**src/pkg/prhg_pkg.sv**
```systemverilog
package prhg_pkg;
  // output word width
  localparam int WORD_W          = 16;
  // start-up window length, not used: the gate runs its start-up window on WIN_BITS
  localparam int STARTUP_BITS    = 1024;
  // bits in one periodic test window
  localparam int PERIODIC_BITS   = 1024;
  // run length of equal raw bits at which total failure is declared
  localparam int STUCK_RUN_MAX   = 32;
  // tolerated ones count per window, lower and upper bound
  localparam int ONES_LO         = 448;
  localparam int ONES_HI         = 576;
  // counter widths
  localparam int WIN_CNT_W       = 11;
  localparam int RUN_CNT_W       = 6;
  localparam int BIT_CNT_W       = 4;
  // synchroniser depth for the raw bit and its strobe
  localparam int SYNC_STAGES     = 3;
  // gate states
  typedef enum logic [1:0] {
    PRHG_OFF,
    PRHG_STARTUP,
    PRHG_RUN,
    PRHG_FAIL
  } prhg_state_t;
endpackage

```
**src/core/prhg_gate.sv**
```systemverilog
`timescale 1ns/10ps
// Notes on behaviour
// [RULE1] total failure detected at start, blocks output
// [RULE2] words with post-failure raw bits withheld
// [RULE3] online test at start and during operation
// [RULE4] no output before start-up test passes
// [RULE5] online test repeats continuously in windows
// [RULE6] each delivered number is 16 bits
// [RULE7] test logic reports pass/fail to software
// [RULE8] any failure reports error, shuts generator
// [RULE9] software runs its own total-failure check
// [RULE10] software applies cryptographic post-processing
// [RULE11] failure sticks until re-enable or reset
// [RULE12] valid only for healthy, complete fresh word
module prhg_gate
  import prhg_pkg::*;
#(
  parameter int WIN_BITS  = PERIODIC_BITS,
  parameter int RUN_MAX   = STUCK_RUN_MAX,
  parameter int LO_BOUND  = ONES_LO,
  parameter int HI_BOUND  = ONES_HI
) (
  // clock, enable, reset
  input  wire logic              clk_sys,
  input  wire logic              clk_en,
  input  wire logic              rst_b,
  // raw entropy source pins
  input  wire logic              raw_bit,
  input  wire logic              raw_tgl,
  output logic                   src_run,
  // software control
  input  wire logic              gen_enable,
  // random word output
  output logic [WORD_W-1:0]      rnd_word,
  output logic                   rnd_valid,
  // health reporting
  output logic                   test_done,
  output logic                   test_pass,
  output logic                   fail_total,
  output logic                   fail_stat
);

  initial begin
    if (WIN_BITS < 2 || WIN_BITS >= (1 << WIN_CNT_W)) $error("window out of range");
    if (RUN_MAX < 2 || RUN_MAX >= (1 << RUN_CNT_W)) $error("run limit out of range");
    if (LO_BOUND > HI_BOUND || HI_BOUND > WIN_BITS) $error("bad ones bounds");
  end

  // synchroniser stages for raw bit and toggle strobe
  logic [SYNC_STAGES-1:0]  bit_sync_r;
  logic [SYNC_STAGES-1:0]  tgl_sync_r;
  logic                    tgl_seen_r;      // last accepted toggle level
  logic                    bit_val_r;       // last accepted raw bit
  logic                    en_d_r;          // enable delayed, edge detect
  prhg_state_t             state_r;
  logic [WIN_CNT_W-1:0]    win_cnt_r;       // bits in current window
  logic [WIN_CNT_W-1:0]    ones_cnt_r;      // ones in current window
  logic [RUN_CNT_W-1:0]    run_cnt_r;       // equal-bit run length
  logic                    prev_bit_r;      // previous raw bit
  logic [WORD_W-1:0]       shift_r;         // word assembly
  logic [BIT_CNT_W-1:0]    bit_cnt_r;       // bits in assembly

  logic new_bit;    // a fresh raw bit accepted this cycle
  logic cur_bit;    // its value
  logic stuck;      // run limit reached
  logic win_end;    // window closes this bit
  logic win_ok;     // ones count inside bounds
  logic rise_en;    // software re-enable edge
  logic [WIN_CNT_W-1:0] ones_nxt;

  // a change counts once stages two and three agree
  assign new_bit  = (tgl_sync_r[1] == tgl_sync_r[2]) && (tgl_sync_r[2] != tgl_seen_r);
  assign cur_bit  = (bit_sync_r[1] == bit_sync_r[2]) ? bit_sync_r[2] : bit_val_r;
  assign stuck    = new_bit && (cur_bit == prev_bit_r)
                    && (run_cnt_r == RUN_CNT_W'(RUN_MAX - 1));
  // [RULE3] window close at start-up and in run
  assign win_end  = new_bit && (win_cnt_r == WIN_CNT_W'(WIN_BITS - 1));
  assign ones_nxt = ones_cnt_r + WIN_CNT_W'(cur_bit);
  assign win_ok   = (ones_nxt >= WIN_CNT_W'(LO_BOUND)) && (ones_nxt <= WIN_CNT_W'(HI_BOUND));
  assign rise_en  = gen_enable && !en_d_r;

  // pin synchronisers
  always_ff @(posedge clk_sys or negedge rst_b) begin
    if (!rst_b) begin
      bit_sync_r <= '0;
      tgl_sync_r <= '0;
    end else if (clk_en) begin
      bit_sync_r <= {bit_sync_r[SYNC_STAGES-2:0], raw_bit};
      tgl_sync_r <= {tgl_sync_r[SYNC_STAGES-2:0], raw_tgl};
    end
  end

  // accepted toggle level, bit value, enable history
  always_ff @(posedge clk_sys or negedge rst_b) begin
    if (!rst_b) begin
      tgl_seen_r <= 1'b0;
      bit_val_r  <= 1'b0;
      en_d_r     <= 1'b0;
    end else if (clk_en) begin
      if (new_bit) begin
        tgl_seen_r <= tgl_sync_r[2];
      end
      bit_val_r <= cur_bit;
      en_d_r    <= gen_enable;
    end
  end

  // health state machine
  always_ff @(posedge clk_sys or negedge rst_b) begin
    if (!rst_b) begin
      state_r <= PRHG_OFF;
    end else if (clk_en) begin
      case (state_r)
        PRHG_OFF: begin
          if (gen_enable) begin
            state_r <= PRHG_STARTUP;
          end
        end
        PRHG_STARTUP: begin
          if (!gen_enable) begin
            state_r <= PRHG_OFF;
          // [RULE1] stuck source at start
          end else if (stuck) begin
            state_r <= PRHG_FAIL;
          // [RULE4] start-up window verdict
          end else if (win_end) begin
            state_r <= win_ok ? PRHG_RUN : PRHG_FAIL;
          end
        end
        PRHG_RUN: begin
          if (!gen_enable) begin
            state_r <= PRHG_OFF;
          // [RULE8] shut down on failure
          end else if (stuck || (win_end && !win_ok)) begin
            state_r <= PRHG_FAIL;
          end
        end
        PRHG_FAIL: begin
          // [RULE11] sticky until re-enable
          if (rise_en) begin
            state_r <= PRHG_STARTUP;
          end
        end
        default: state_r <= PRHG_OFF;
      endcase
    end
  end

  // window, ones and run counters
  always_ff @(posedge clk_sys or negedge rst_b) begin
    if (!rst_b) begin
      win_cnt_r  <= '0;
      ones_cnt_r <= '0;
      run_cnt_r  <= '0;
      prev_bit_r <= 1'b0;
    end else if (clk_en) begin
      if (state_r == PRHG_OFF || state_r == PRHG_FAIL) begin
        win_cnt_r  <= '0;
        ones_cnt_r <= '0;
        run_cnt_r  <= '0;
      end else if (new_bit) begin
        prev_bit_r <= cur_bit;
        // [RULE5] back-to-back test windows
        if (win_end) begin
          win_cnt_r  <= '0;
          ones_cnt_r <= '0;
        end else begin
          win_cnt_r  <= win_cnt_r + 1'b1;
          ones_cnt_r <= ones_nxt;
        end
        // run length, zero means no bit since restart
        run_cnt_r <= (cur_bit == prev_bit_r && run_cnt_r != '0) ? run_cnt_r + 1'b1
                                                                 : RUN_CNT_W'(1);
      end
    end
  end

  // word assembly and delivery
  always_ff @(posedge clk_sys or negedge rst_b) begin
    if (!rst_b) begin
      shift_r   <= '0;
      bit_cnt_r <= '0;
      rnd_word  <= '0;
      rnd_valid <= 1'b0;
    end else if (clk_en) begin
      rnd_valid <= 1'b0;
      // [RULE2] discard partial word on failure
      if (state_r != PRHG_RUN || !gen_enable || stuck || (win_end && !win_ok)) begin
        bit_cnt_r <= '0;
      end else if (new_bit) begin
        shift_r <= {shift_r[WORD_W-2:0], cur_bit};
        // [RULE6] sixteen bits per word
        if (bit_cnt_r == BIT_CNT_W'(WORD_W - 1)) begin
          bit_cnt_r <= '0;
          rnd_word  <= {shift_r[WORD_W-2:0], cur_bit};
          // [RULE12] valid on healthy fresh word
          rnd_valid <= 1'b1;
        end else begin
          bit_cnt_r <= bit_cnt_r + 1'b1;
        end
      end
    end
  end

  // health reporting to software
  always_ff @(posedge clk_sys or negedge rst_b) begin
    if (!rst_b) begin
      test_done  <= 1'b0;
      test_pass  <= 1'b0;
      fail_total <= 1'b0;
      fail_stat  <= 1'b0;
      src_run    <= 1'b0;
    end else if (clk_en) begin
      test_done <= 1'b0;
      src_run   <= gen_enable && (state_r != PRHG_FAIL) && !rise_en ? 1'b1 : 1'b0;
      if (rise_en) begin
        fail_total <= 1'b0;
        fail_stat  <= 1'b0;
        test_pass  <= 1'b0;
      end else if (state_r == PRHG_STARTUP || state_r == PRHG_RUN) begin
        // [RULE7] report each verdict
        if (stuck) begin
          fail_total <= 1'b1;
          test_done  <= 1'b1;
          test_pass  <= 1'b0;
        end else if (win_end) begin
          test_done <= 1'b1;
          test_pass <= win_ok;
          if (!win_ok) begin
            fail_stat <= 1'b1;
          end
        end
      end
    end
  end

endmodule

```
**config.mk**
```make
export PLATFORM = sky130hd
export DESIGN_NAME = prhg_gate
export DESIGN_NICKNAME = d
export VERILOG_FILES = /design/src/pkg/prhg_pkg.sv /design/src/core/prhg_gate.sv
export SDC_FILE = /design/constraint.sdc
export NUM_CORES = 1
export LEC_CHECK = 0
export BUFFER_PORTS_ARGS = -buffer_cell sky130_fd_sc_hd__buf_2
export CAP_MARGIN = 10
export CORE_MARGIN = 3
export CORE_UTILIZATION = 23
export CTS_BUF_LIST = sky130_fd_sc_hd__clkbuf_4
export DETAILED_ROUTE_END_ITERATION = 10
export SLEW_MARGIN = 20
export SYNTH_ARGS = -nofsm -noshare
export SYNTH_HDL_FRONTEND = slang
export SYNTH_SLANG_ARGS = --single-unit
```
**constraint.sdc**
```tcl
create_clock -name clk_sys -period 3.9 [get_ports clk_sys]
set_clock_uncertainty 0.15 [all_clocks]
set_input_delay 0 -clock clk_sys [delete_from_list [all_inputs] [get_ports clk_sys]]
set_output_delay 0 -clock clk_sys [all_outputs]
set_load 0.02 [all_outputs]
```
-- Yosys cells after proc, flatten, opt, wreduce, memory -nomap -nowiden
Index checks and enable logic that the tools add are counted.
- register bits: 81
- word-level logic and storage cells: 125
- muxes and demuxes: 42
- equal/unequal tests: 18
- bitwise logic cells: 2
- reductions and logical operators: 38
- $lt $le $gt $ge: 2
- add/subtract/negate cells: 4
- operator list (operator ; number):
    11-bit 2-to-1 mux ; 6
    1-bit 2-to-1 mux ; 22
    6-bit 2-to-1 mux ; 3
    2-bit 2-to-1 mux ; 7
    4-bit 2-to-1 mux ; 3
    3-bit AND reduction ; 4
    11-bit by 1-bit adder with 11-bit output ; 1
    11-bit by 1-bit adder with 11-bit output (second input constant) ; 1
    11-bit by 10-bit equality test with 1-bit output (second input constant) ; 1
    11-bit by 9-bit greater-or-equal comparator with 1-bit output (second input constant) ; 1
    11-bit by 10-bit <= comparator with 1-bit output (second input constant) ; 1
    1-bit logical AND ; 10
    5-bit AND reduction ; 2
    2-bit nonzero test ; 5
    2-bit != test (second input constant) ; 4
    2-bit one-hot mux with 4 select lines ; 1
    6-bit by 1-bit adder with 6-bit output (second input constant) ; 1
    6-bit by 5-bit equality test with 1-bit output (second input constant) ; 1
    1-bit logical OR ; 6
    2-bit AND reduction ; 3
    6-bit nonzero test ; 1
    4-bit by 1-bit adder with 4-bit output (second input constant) ; 1
    2-bit equality test (second input constant) ; 2
    4-bit equality test (second input constant) ; 1
    other kinds (11) ; 18

-- Depth between registers and ports, before layout
Gate-level depths: netlist of the first run.
- word-level depth: 11
- mapped depth: 13
- mapped depth without buffers: 10

-- Worst setup path after synthesis of the first run
OpenSTA, ideal clock, no wires.
- path kind: register -> register
- from: register bit_sync_r[1]
- to: register rnd_word[0]
- clock period less this slack: 3.213 ns
- data arrival time: 2.938 ns
- buffers on the path: 3
- stages on the path, launching flop included: 14
- path slack: 0.687 ns
- cells stage by stage: dfrtp_1 maj3_2 ha_1 ha_1 buf_2 a211o_1 a21oi_1 a21oi_1 o41ai_2 a221o_2 buf_6 nand3_4 buf_8 mux2_4
- cells in the longest elaborated chain, start to end: 10
- elaborated cells on any way between the ends: 15
- ends and longest elaborated chain (element ; line ; RTL):
    start, declared ; prhg_gate.sv:50 ; logic [SYNC_STAGES-1:0] bit_sync_r;
    start signal, assigned ; prhg_gate.sv:88 ; bit_sync_r <= {bit_sync_r[SYNC_STAGES-2:0], raw_bit};
    1-bit equality test * ; prhg_gate.sv:73 ; assign cur_bit = (bit_sync_r[1] == bit_sync_r[2]) ? bit_sync_r[2] : bit_val_r;
    1-bit 2-to-1 mux * ; prhg_gate.sv:73 ;
    net cur_bit ; prhg_gate.sv:64 ; logic cur_bit;
    11-bit by 1-bit adder with 11-bit output ; prhg_gate.sv:78 ; assign ones_nxt = ones_cnt_r + WIN_CNT_W'(cur_bit);
    11-bit by 9-bit greater-or-equal comparator with 1-bit output / 11-bit by 10-bit <= comparator with 1-bit output (equally long branches) ; prhg_gate.sv:79 ; assign win_ok = (ones_nxt >= WIN_CNT_W'(LO_BOUND)) && (ones_nxt <= WIN_CNT_W'(HI_BOUND));
    1-bit logical AND ; prhg_gate.sv:79 ;
    1-bit logical NOT ; -- ;
    1-bit logical AND ; prhg_gate.sv:188 ; if (state_r != PRHG_RUN || !gen_enable || stuck || (win_end && !win_ok)) begin
    1-bit logical OR ; prhg_gate.sv:188 ;
    1-bit inverter (no line) ; -- ;
    4-bit AND reduction (no line) ; -- ;
    end signal, assigned ; prhg_gate.sv:195 ; rnd_word <= {shift_r[WORD_W-2:0], cur_bit};
    end, declared ; prhg_gate.sv:34 ; output logic [WORD_W-1:0] rnd_word,
Mark *: on every way through the listed nets, which the timed path passes. The rest lies on a longest branch.
A chain may end at the register's enable or synchronous reset.

-- Worst setup path after layout of the first run
- from: register bit_sync_r[1]
- to: register rnd_word[14]
- cells in the longest elaborated chain, start to end: 10
- elaborated cells on any way between the ends: 15
- ends and longest elaborated chain (element ; line):
    1-bit equality test * ; prhg_gate.sv:73
    1-bit 2-to-1 mux * ; prhg_gate.sv:73
    net cur_bit ; prhg_gate.sv:64
    11-bit by 1-bit adder with 11-bit output ; prhg_gate.sv:78
    11-bit by 9-bit greater-or-equal comparator with 1-bit output / 11-bit by 10-bit <= comparator with 1-bit output (equally long branches) ; prhg_gate.sv:79
    1-bit logical AND ; prhg_gate.sv:79
    1-bit logical NOT ; --
    1-bit logical AND ; prhg_gate.sv:188
    1-bit logical OR * ; prhg_gate.sv:188
    1-bit inverter (no line) * ; --
    4-bit AND reduction (no line) * ; --
Marked as above.

==> results of run 1 <==
sequential cells by signal (all words and copies together) (netlist names):
signal,flops
rnd_word,16
shift_r,15
ones_cnt_r,11
win_cnt_r,11
run_cnt_r,6
bit_cnt_r,4
bit_sync_r,3
tgl_sync_r,3
state_r,2
bit_val_r,1
en_d_r,1
fail_stat,1
fail_total,1
prev_bit_r,1
rnd_valid,1
src_run,1
test_done,1
test_pass,1
tgl_seen_r,1
synth_stat cells (all sizes together), types with 2 or more instances:
cell type,n,share of area [%]
buf,9,2.1
o31ai,8,1.5
inv,15,1.4
o21ai,45,5.6
o21a,3,0.56
nand3b,2,0.37
mux2i,3,0.75
nor2b,2,0.31
nor2,23,2.2
nand2,32,3.2
nor4,3,0.47
a21o,4,0.75
a32o,2,0.50
and3,10,1.6
nand2b,8,1.2
ha,10,3.1
a22o,5,1.1
a31oi,5,0.78
nand3,17,2.4
a21oi,12,1.5
nor3,4,0.50
nand4,4,0.62
clkbuf,12,1.1
dfrtp,81,51
o41ai,3,0.84
mux2,37,11
xor2,4,0.87
o22ai,2,0.31
routing by layer:
layer	vias up	part of all wire [%]
li1	1399	-
met1	1404	48
met2	56	47
met3	6	4.3
met4	0	0.76
met5	-	0
metrics by stage:
stage / cell area [um2] / setup WS [ns] / hold slack (ns) / util, % / power [W]
after floorplan: 4010 / 0.6871 / -0.4456 / - / 0.001185
after global placement: 4318 / 0.5222 / 0.07893 / 25.67 / 0.001279
after detailed placement: 4318 / 0.4386 / 0.09030 / 25.67 / 0.001294
after CTS: 4542 / 0.4076 / 0.1585 / 27.00 / 0.001832
after global routing: 4546 / 0.1595 / 0.05838 / 27.03 / 0.001917
final: 4546 / 0.4207 / -0.000004219 / 27.03 / 0.001802
worst paths after layout:
path | cells past startpoint | slack, ns | startpoint | to
max | 10 | 0.42 | bit_sync_r[1] | rnd_word[14]
min | 2 | -0.000004 | rst_b | rnd_word[3]
max reg2reg | 10 | 0.42 | bit_sync_r[1] | rnd_word[14]
min reg2reg | 1 | 0.34 | bit_cnt_r[3] | bit_cnt_r[3]
max in group asynchronous | 2 | 3.05 | rst_b | ones_cnt_r[8]
min in group clk_sys | 4 | 0.30 | gen_enable | src_run
final cells by class:
cell class	instances	share of cell area [%]
Clock buffer	9	1.486
Clock inverter	7	1.679
Inverter	15	1.239
Multi-Input combinational cell	258	39.58
Sequential cell	81	44.59
Tap cell	220	6.056
Timing Repair Buffer	38	5.367
worst max-delay path, delay by kind of cell (launching register included):
kind	cells	cell delay (ns)
compound gates	5	1.21
fa+ha+maj	3	0.89
flops	1	0.44
mux	1	0.39
simple gates	1	0.29
power by group through the flow:
stage / clock network [W] / logic [W] / registers [W]
global route: 0.000581 / 0.000381 / 0.000955
floorplan: 0 / 0.000237 / 0.000949
detailed placement: 0 / 0.000333 / 0.000960
global placement: 0 / 0.000323 / 0.000955
CTS: 0.000547 / 0.000342 / 0.000944
finish: 0.000521 / 0.000338 / 0.000943
cells by family (layout without fill, tap and decap cells):
group | after synthesis | count (layout) | synth area share [%]
simple gates | 108 | 108 | 13.82
compound gates | 94 | 94 | 14.57
flops | 81 | 81 | 50.55
mux | 40 | 40 | 11.98
buf+inv | 36 | 69 | 4.586
fa+ha+maj | 11 | 11 | 3.401
xor+xnor | 5 | 5 | 1.092
==> reports/results.ini, run 1 <==
[outcome]
status=finished with violations
violations=hold timing

[critical_path]
crit_chain=maj3_2 > ha_1 > ha_1 > a211o_1 > a21oi_1 > a21oi_1 > o41ai_2 > a221o_2 > nand3_4 > mux2_4
critPathLaunchType=register
cp_slowest_cell=dfrtp_1
slowest_delay_ns=0.44
critPathRequiredTime_ns=4.07
arrival_ns=3.65
critical_path_class=register to register
crit_fanout=17
cp-end-kind=register

[floorplanning]
die-area_um2=19060
io-pin-count=28
rows=47
core-area_um2=16820
start_util_pct=23.84
die_w_um=138.0
die_y_um=138.0

[hold_path]
hp-class=primary input to async pin

[global_route]
met1_usage_pct=11.31
overflow=0
grt.total_usage_pct=8.378
grt_max_degree=82
grt_pass1_wl_um=13570
antenna_found_initial=0
use_met3_pct=2.728
grt-busiest-layer=met2
grt_pass1_vias=2745
globalRouteMet2Util_pct=13.13

[placed_design]
dp_cells=604
hpwlAfterDp_um=5260
io_buffers=27
gp_congestion=0.7801

[timing]
finalSetupTns_ns=0
report.final.slew_viol_count=0
finalCriticalPeriod_ns=3.479
worst_slew_margin_rel_pct=50.82
rsz0062_at_grt=false
timing.hold.ws_ns=-0.000004219
worst_pin_slew_ns=0.7377
finalCritPeriodShare_pct=89.21
finalHoldViolCount=1
timing.fmax_mhz=287.4
finalSetupViolations=0

[power_and_ir_drop]
netSwitchingPower_w=0.0005813
pwr-share-clk_pct=28.9
p_comb_share_pct=18.8
p_leak_nw=2.175
intPower_w=0.001221
seqPwrFrac_pct=52.3
power.density_nw_per_um2=396.5
switching_share_pct=32.25
ir_drop_mv=0.1551

[yosys]
ys_types=47
yosysSeqAreaShare_pct=50.55
synth_area_um2=4010
synthFlopType=dfrtp_1
syn-num-nets=391
async_flop_share_pct=100.0
ys_ff_latch=81
synth_warnings=0
netlist_instances=375
synth_edf_count=0
syn_avg_cell_area_um2=10.69

[clock_tree]
cts_tree=yes
hold_buffers=8
htreeDepth=3
cts_made_buffers=9
cts_sinks=81
cts.path.max_buffers=2
insertion_delay_ns=0.42
cts_root_buffer=clkbuf_4
clk_pin_slew_ns=0.15
cts_resized=0
postCtsSetupBuffers=0

[cells_and_area]
nets=419
seq_area_um2=2027
layout_common_cells=dfrtp_1, o21ai_0, nand2_1
multi_input_area_um2=1799
final_common_cell=dfrtp_1
area_growth_pct=13.35
fin_cells=628
n_fill_cell=1789
diodes=0
drive_gt1_share_pct=22.06

[detailed_routing]
drcViolationCount=0
vias_per_cell=4.562
post_drt_wl_per_cell_um=12.55
num_vias=2865
drtPass1Iterations=4
drt_iter0_drc=260
ant_nets=0
wl_um=7880

[flow_run]
timing.max_cap.violations=0

Note: power is estimated with default switching activity, not from simulation.
==> run 2: changes to the inputs <==
CORE_MARGIN = 2   (was 3)
CTS_BUF_LIST = not set   (was sky130_fd_sc_hd__clkbuf_4)
PLACE_DENSITY_LB_ADDON = 0.08   (was not set)
==> reports/results.ini, run 2 (synthesized netlist as in run 1, its figures left out) <==
[cells_and_area]
largestRegisters=rnd_word x16, shift_r x15
layout_common_cells=dfrtp_1, o21ai_0, nand2_1
final_cell_area_um2=4691
largest_reg_flops=16
nets=420
drive_gt1_share_pct=23.47
fin_util_pct=27.31
diodes=0
largest_register=rnd_word
final_common_cell=dfrtp_1
fin_cells=634
area_growth_pct=16.97

[hold_path]
hp-class=primary input to register
hp-start=clk_en

[timing]
finalHoldViolCount=0
finalSetupTns_ns=0
worst_pin_slew_ns=0.8170
rsz0062_at_grt=false
timing.hold.ws_ns=0.05267
finalCritPeriodShare_pct=89.78
finalCriticalPeriod_ns=3.501
timing.fmax_mhz=285.6
worst_slew_margin_rel_pct=45.53
report.final.slew_viol_count=0
finalSetupViolations=0

[global_route]
grt_pass1_vias=2795
grt_pass1_wl_um=15060
grt_max_degree=62
overflow=0
grt.total_usage_pct=10.52
antenna_found_initial=0

[placed_design]
post_dp_cell_area_um2=4362
hpwlAfterDp_um=6018
io_buffers=27
gp_congestion=0.7874
dp_cells=614

[power_and_ir_drop]
ir_drop_mv=0.2104
power.density_nw_per_um2=455.0
p_leak_nw=2.238

[critical_path]
critPathRequiredTime_ns=3.98
crit_start=bit_sync_r[1]
r2r-start=bit_sync_r[1]
rrSetupSlack_ns=0.40
critical_path_class=register to register
crit_fanout=17
cp-end-kind=register
critPathLaunchType=register
arrival_ns=3.58

[floorplanning]
start_util_pct=23.35
die_y_um=136.0
die-area_um2=18510
rows=48
die_w_um=136.0
io-pin-count=28
core-area_um2=17180

[clock_tree]
htreeDepth=3
cts_resized=0
cts_tree=yes
clk_pin_slew_ns=0.06
cts_sinks=81
cts_root_buffer=clkbuf_16
cts_made_buffers=9
cts.path.max_buffers=2
insertion_delay_ns=0.35

[detailed_routing]
wl_um=9052
drtPass1Iterations=4
drcViolationCount=0
vias_per_cell=4.497
ant_nets=0
drt_iter0_drc=135
num_vias=2851
post_drt_wl_per_cell_um=14.28

[flow_run]
timing.max_cap.violations=0

[outcome]
status=complete, no violations

## run 2: cell types whose count changed in the layout (fill, tap and decap cells not counted), sizes merged
cell         before  now
buf              30   35
dlygate4sd3       8    4
bufinv            1    0
clkbuf            9   10
clkinvlp          1    2
inv              18   17
## run 2: repair_timing
item                                   CTS  global route
buffers inserted                         0             0
endpoints found under the hold margin   68             0
hold buffers                             4             0
## run 2: cell type report
type | instances | area, um2
clock buffers | 10 | 239.0
clock inverters | 6 | 50.05
fillers | 1838 | 12490
inverters | 15 | 56.30
multi-input cells | 258 | 1799
flip-flops and latches | 81 | 2027
well taps | 225 | 281.5
repair buffers | 39 | 237.7
## run 2: metrics by stage
step | setup WS [ns] | power, W
2_1_floorplan | 0.6871 | 0.001185
3_5_place_dp | 0.3654 | 0.001324
3_3_place_gp | 0.4169 | 0.001327
6_report | 0.3986 | 0.002135
4_1_cts | 0.3670 | 0.002186
5_1_grt | 0.1547 | 0.002265
## run 2: layer usage
layer	up-vias	wire length, um	global-route usage (%)
li1	1394	-	-
met1	1402	4382	14.12
met2	48	4151	16.28
met3	7	388	3.430
met4	0	129	2.778
met5	-	0	0
## run 2: path summary, 6_finish.rpt
kind / to / depth (start not counted)
max in group asynchronous: bit_sync_r[2] / 3
min: tgl_sync_r[2] / 4
min in group asynchronous: rnd_word[5] / 2
max reg2reg: rnd_word[1] / 10
max: rnd_word[1] / 10
min reg2reg: bit_cnt_r[3] / 1
## run 2: report_power, final
part	internal [W]	switching (W)	leakage, nW
Sequential	0.000894	0.0000481	1.11
Clock	0.000456	0.000378	0.136
Combinational	0.000134	0.000225	0.996
## run 2: critical path, stage by stage (launching register included)
cell	delay [ns]
dfrtp_1	0.42
maj3_2	0.38
ha_1	0.23
ha_1	0.28
a211o_1	0.28
a21oi_1	0.14
a21oi_1	0.10
o41ai_2	0.35
a221o_2	0.35
nand3_4	0.30
mux2_4	0.39
==> run 3: changes to the inputs <==
REMOVE_ABC_BUFFERS = 1   (was not set)
==> reports/results.ini, run 3 (synthesized netlist as in run 1, its figures left out) <==
[outcome]
status=finished with violations
violations=hold timing

[floorplanning]
rows=48
core-area_um2=17180
io-pin-count=28
die_w_um=136.0
die_y_um=136.0
die-area_um2=18510
start_util_pct=23.35

[detailed_routing]
drcViolationCount=0
post_drt_wl_per_cell_um=14.22
vias_per_cell=4.472
drtPass1Iterations=4
num_vias=2826
wl_um=8986
ant_nets=0
drt_iter0_drc=125

[timing]
timing.hold.ws_ns=-0.004567
worst_pin_slew_ns=0.6144
finalCriticalPeriod_ns=3.502
report.final.slew_viol_count=0
finalSetupTns_ns=0
finalHoldViolCount=5
finalSetupViolations=0
finalCritPeriodShare_pct=89.79
rsz0062_at_grt=false
timing.fmax_mhz=285.6
worst_slew_margin_rel_pct=59.04

[clock_tree]
postCtsSetupBuffers=0
cts_root_buffer=clkbuf_16
cts.path.max_buffers=2
insertion_delay_ns=0.34
clk_pin_slew_ns=0.07
cts_resized=0
cts_sinks=81
cts_made_buffers=9
htreeDepth=3
cts_tree=yes

[power_and_ir_drop]
ir_drop_mv=0.2102
p_total_w=0.002160
p_leak_nw=2.244
power.density_nw_per_um2=458.6

[cells_and_area]
largestRegisters=rnd_word x16, shift_r x15
diodes=0
n_fill_cell=1839
final_common_cell=dfrtp_1
largest_reg_flops=16
drive_gt1_share_pct=23.10
area_growth_pct=17.47
layout_common_cells=dfrtp_1, o21ai_0, nand2_1
largest_register=rnd_word
nets=418

[placed_design]
hpwlAfterDp_um=6089
io_buffers=27
gp_congestion=0.7300

[flow_run]
timing.max_cap.violations=0

[critical_path]
crit_fanout=17
critPathCapture=rnd_word[4]
reg2reg_depth=10
crit_buf_inv=0
cp.depth=10
critPathRequiredTime_ns=3.98
slowest_delay_ns=0.42
crit_chain=maj3_2 > ha_1 > ha_1 > a211o_1 > a21oi_1 > a21oi_1 > o41ai_2 > a221o_2 > nand3_4 > mux2_4
critPathLaunchType=register
crit_family=compound AO/OA/AOI/OAI gates
timing.rr.end=rnd_word[4]
arrival_ns=3.58
crit_start=bit_sync_r[1]
cp_slowest_cell=dfrtp_1
critical_path_class=register to register
cp-end-kind=register
r2r-start=bit_sync_r[1]
rrSetupSlack_ns=0.40

[global_route]
grt_pass1_vias=2903
grt_max_degree=51
grt.total_usage_pct=10.49
antenna_found_initial=0
grt_pass1_wl_um=14970
overflow=0

[hold_path]
hp-class=primary input to async pin

## run 3: cell count changes in the layout (fill, tap and decap cells not counted)
cell,delta
clkinv_2,+1
buf_4,-3
clkinv_4,-1
clkbuf_8,-1
buf_16,+1
inv_6,-1
inv_8,+1
bufinv_16,+1
## run 3: per-stage QoR
step / instance area (um2) / utilization (%) / instances / worst slack (ns) / hold WS, ns
3_5_place_dp: 4367 / 25.42 / 612 / 0.3948 / -0.1646
5_1_grt: 4711 / 27.43 / 632 / 0.1912 / 0.04670
2_1_floorplan: 3882 / - / 354 / 0.7451 / -0.4456
6_report: 4711 / 27.43 / 632 / 0.3982 / -0.004567
4_1_cts: 4711 / 27.43 / 632 / 0.3732 / 0.0002560
3_3_place_gp: 4339 / 25.26 / 611 / 0.4409 / 0.08309
## run 3: worst min-delay path by stage
stage | from | endpoint | slack, ns | cells after the start
2_1_floorplan | rst_b | bit_cnt_r[0] | -0.45 | 0
3_3_place_gp | raw_tgl | tgl_sync_r[0] | 0.08 | 2
3_5_place_dp | rst_b | rnd_word[5] | -0.16 | 1
4_1_cts | rst_b | rnd_word[5] | 0.0003 | 2
5_1_grt | rst_b | rnd_word[5] | 0.05 | 2
6_report | rst_b | rnd_word[5] | -0.005 | 2
## run 3: what timing repair did
| item | in CTS | in global routing |
|---|---|---|
| hold buffers | 4 | 0 |
| setup endpoints to repair | 0 | 0 |
| hold endpoints to repair | 89 | 0 |
## run 3: cell type report
| type | count | area, um2 | share of cell area (%) |
|---|---|---|---|
| Inverter | 15 | 56.30 | 1.195 |
| Tap cell | 225 | 281.5 | 5.976 |
| Timing Repair Buffer | 37 | 242.7 | 5.153 |
| Sequential cell | 81 | 2027 | 43.03 |
| Clock buffer | 9 | 225.2 | 4.781 |
| Multi-Input combinational cell | 258 | 1799 | 38.19 |
| Clock inverter | 7 | 78.83 | 1.673 |
## run 3: routing by layer
| layer | wire (um) | global-route usage (%) |
|---|---|---|
| met1 | 4334 | 13.19 |
| met2 | 4241 | 17.36 |
| met3 | 275 | 2.237 |
| met4 | 136 | 4.514 |
| met5 | 0 | 0 |
## run 3: power breakdown
| part | internal, W | switching (W) | total [W] |
|---|---|---|---|
| Sequential | 0.000895 | 0.0000501 | 0.000945 |
| Combinational | 0.000126 | 0.000223 | 0.000349 |
| Clock | 0.000503 | 0.000364 | 0.000867 |
| Total | 0.00152 | 0.000637 | 0.00216 |
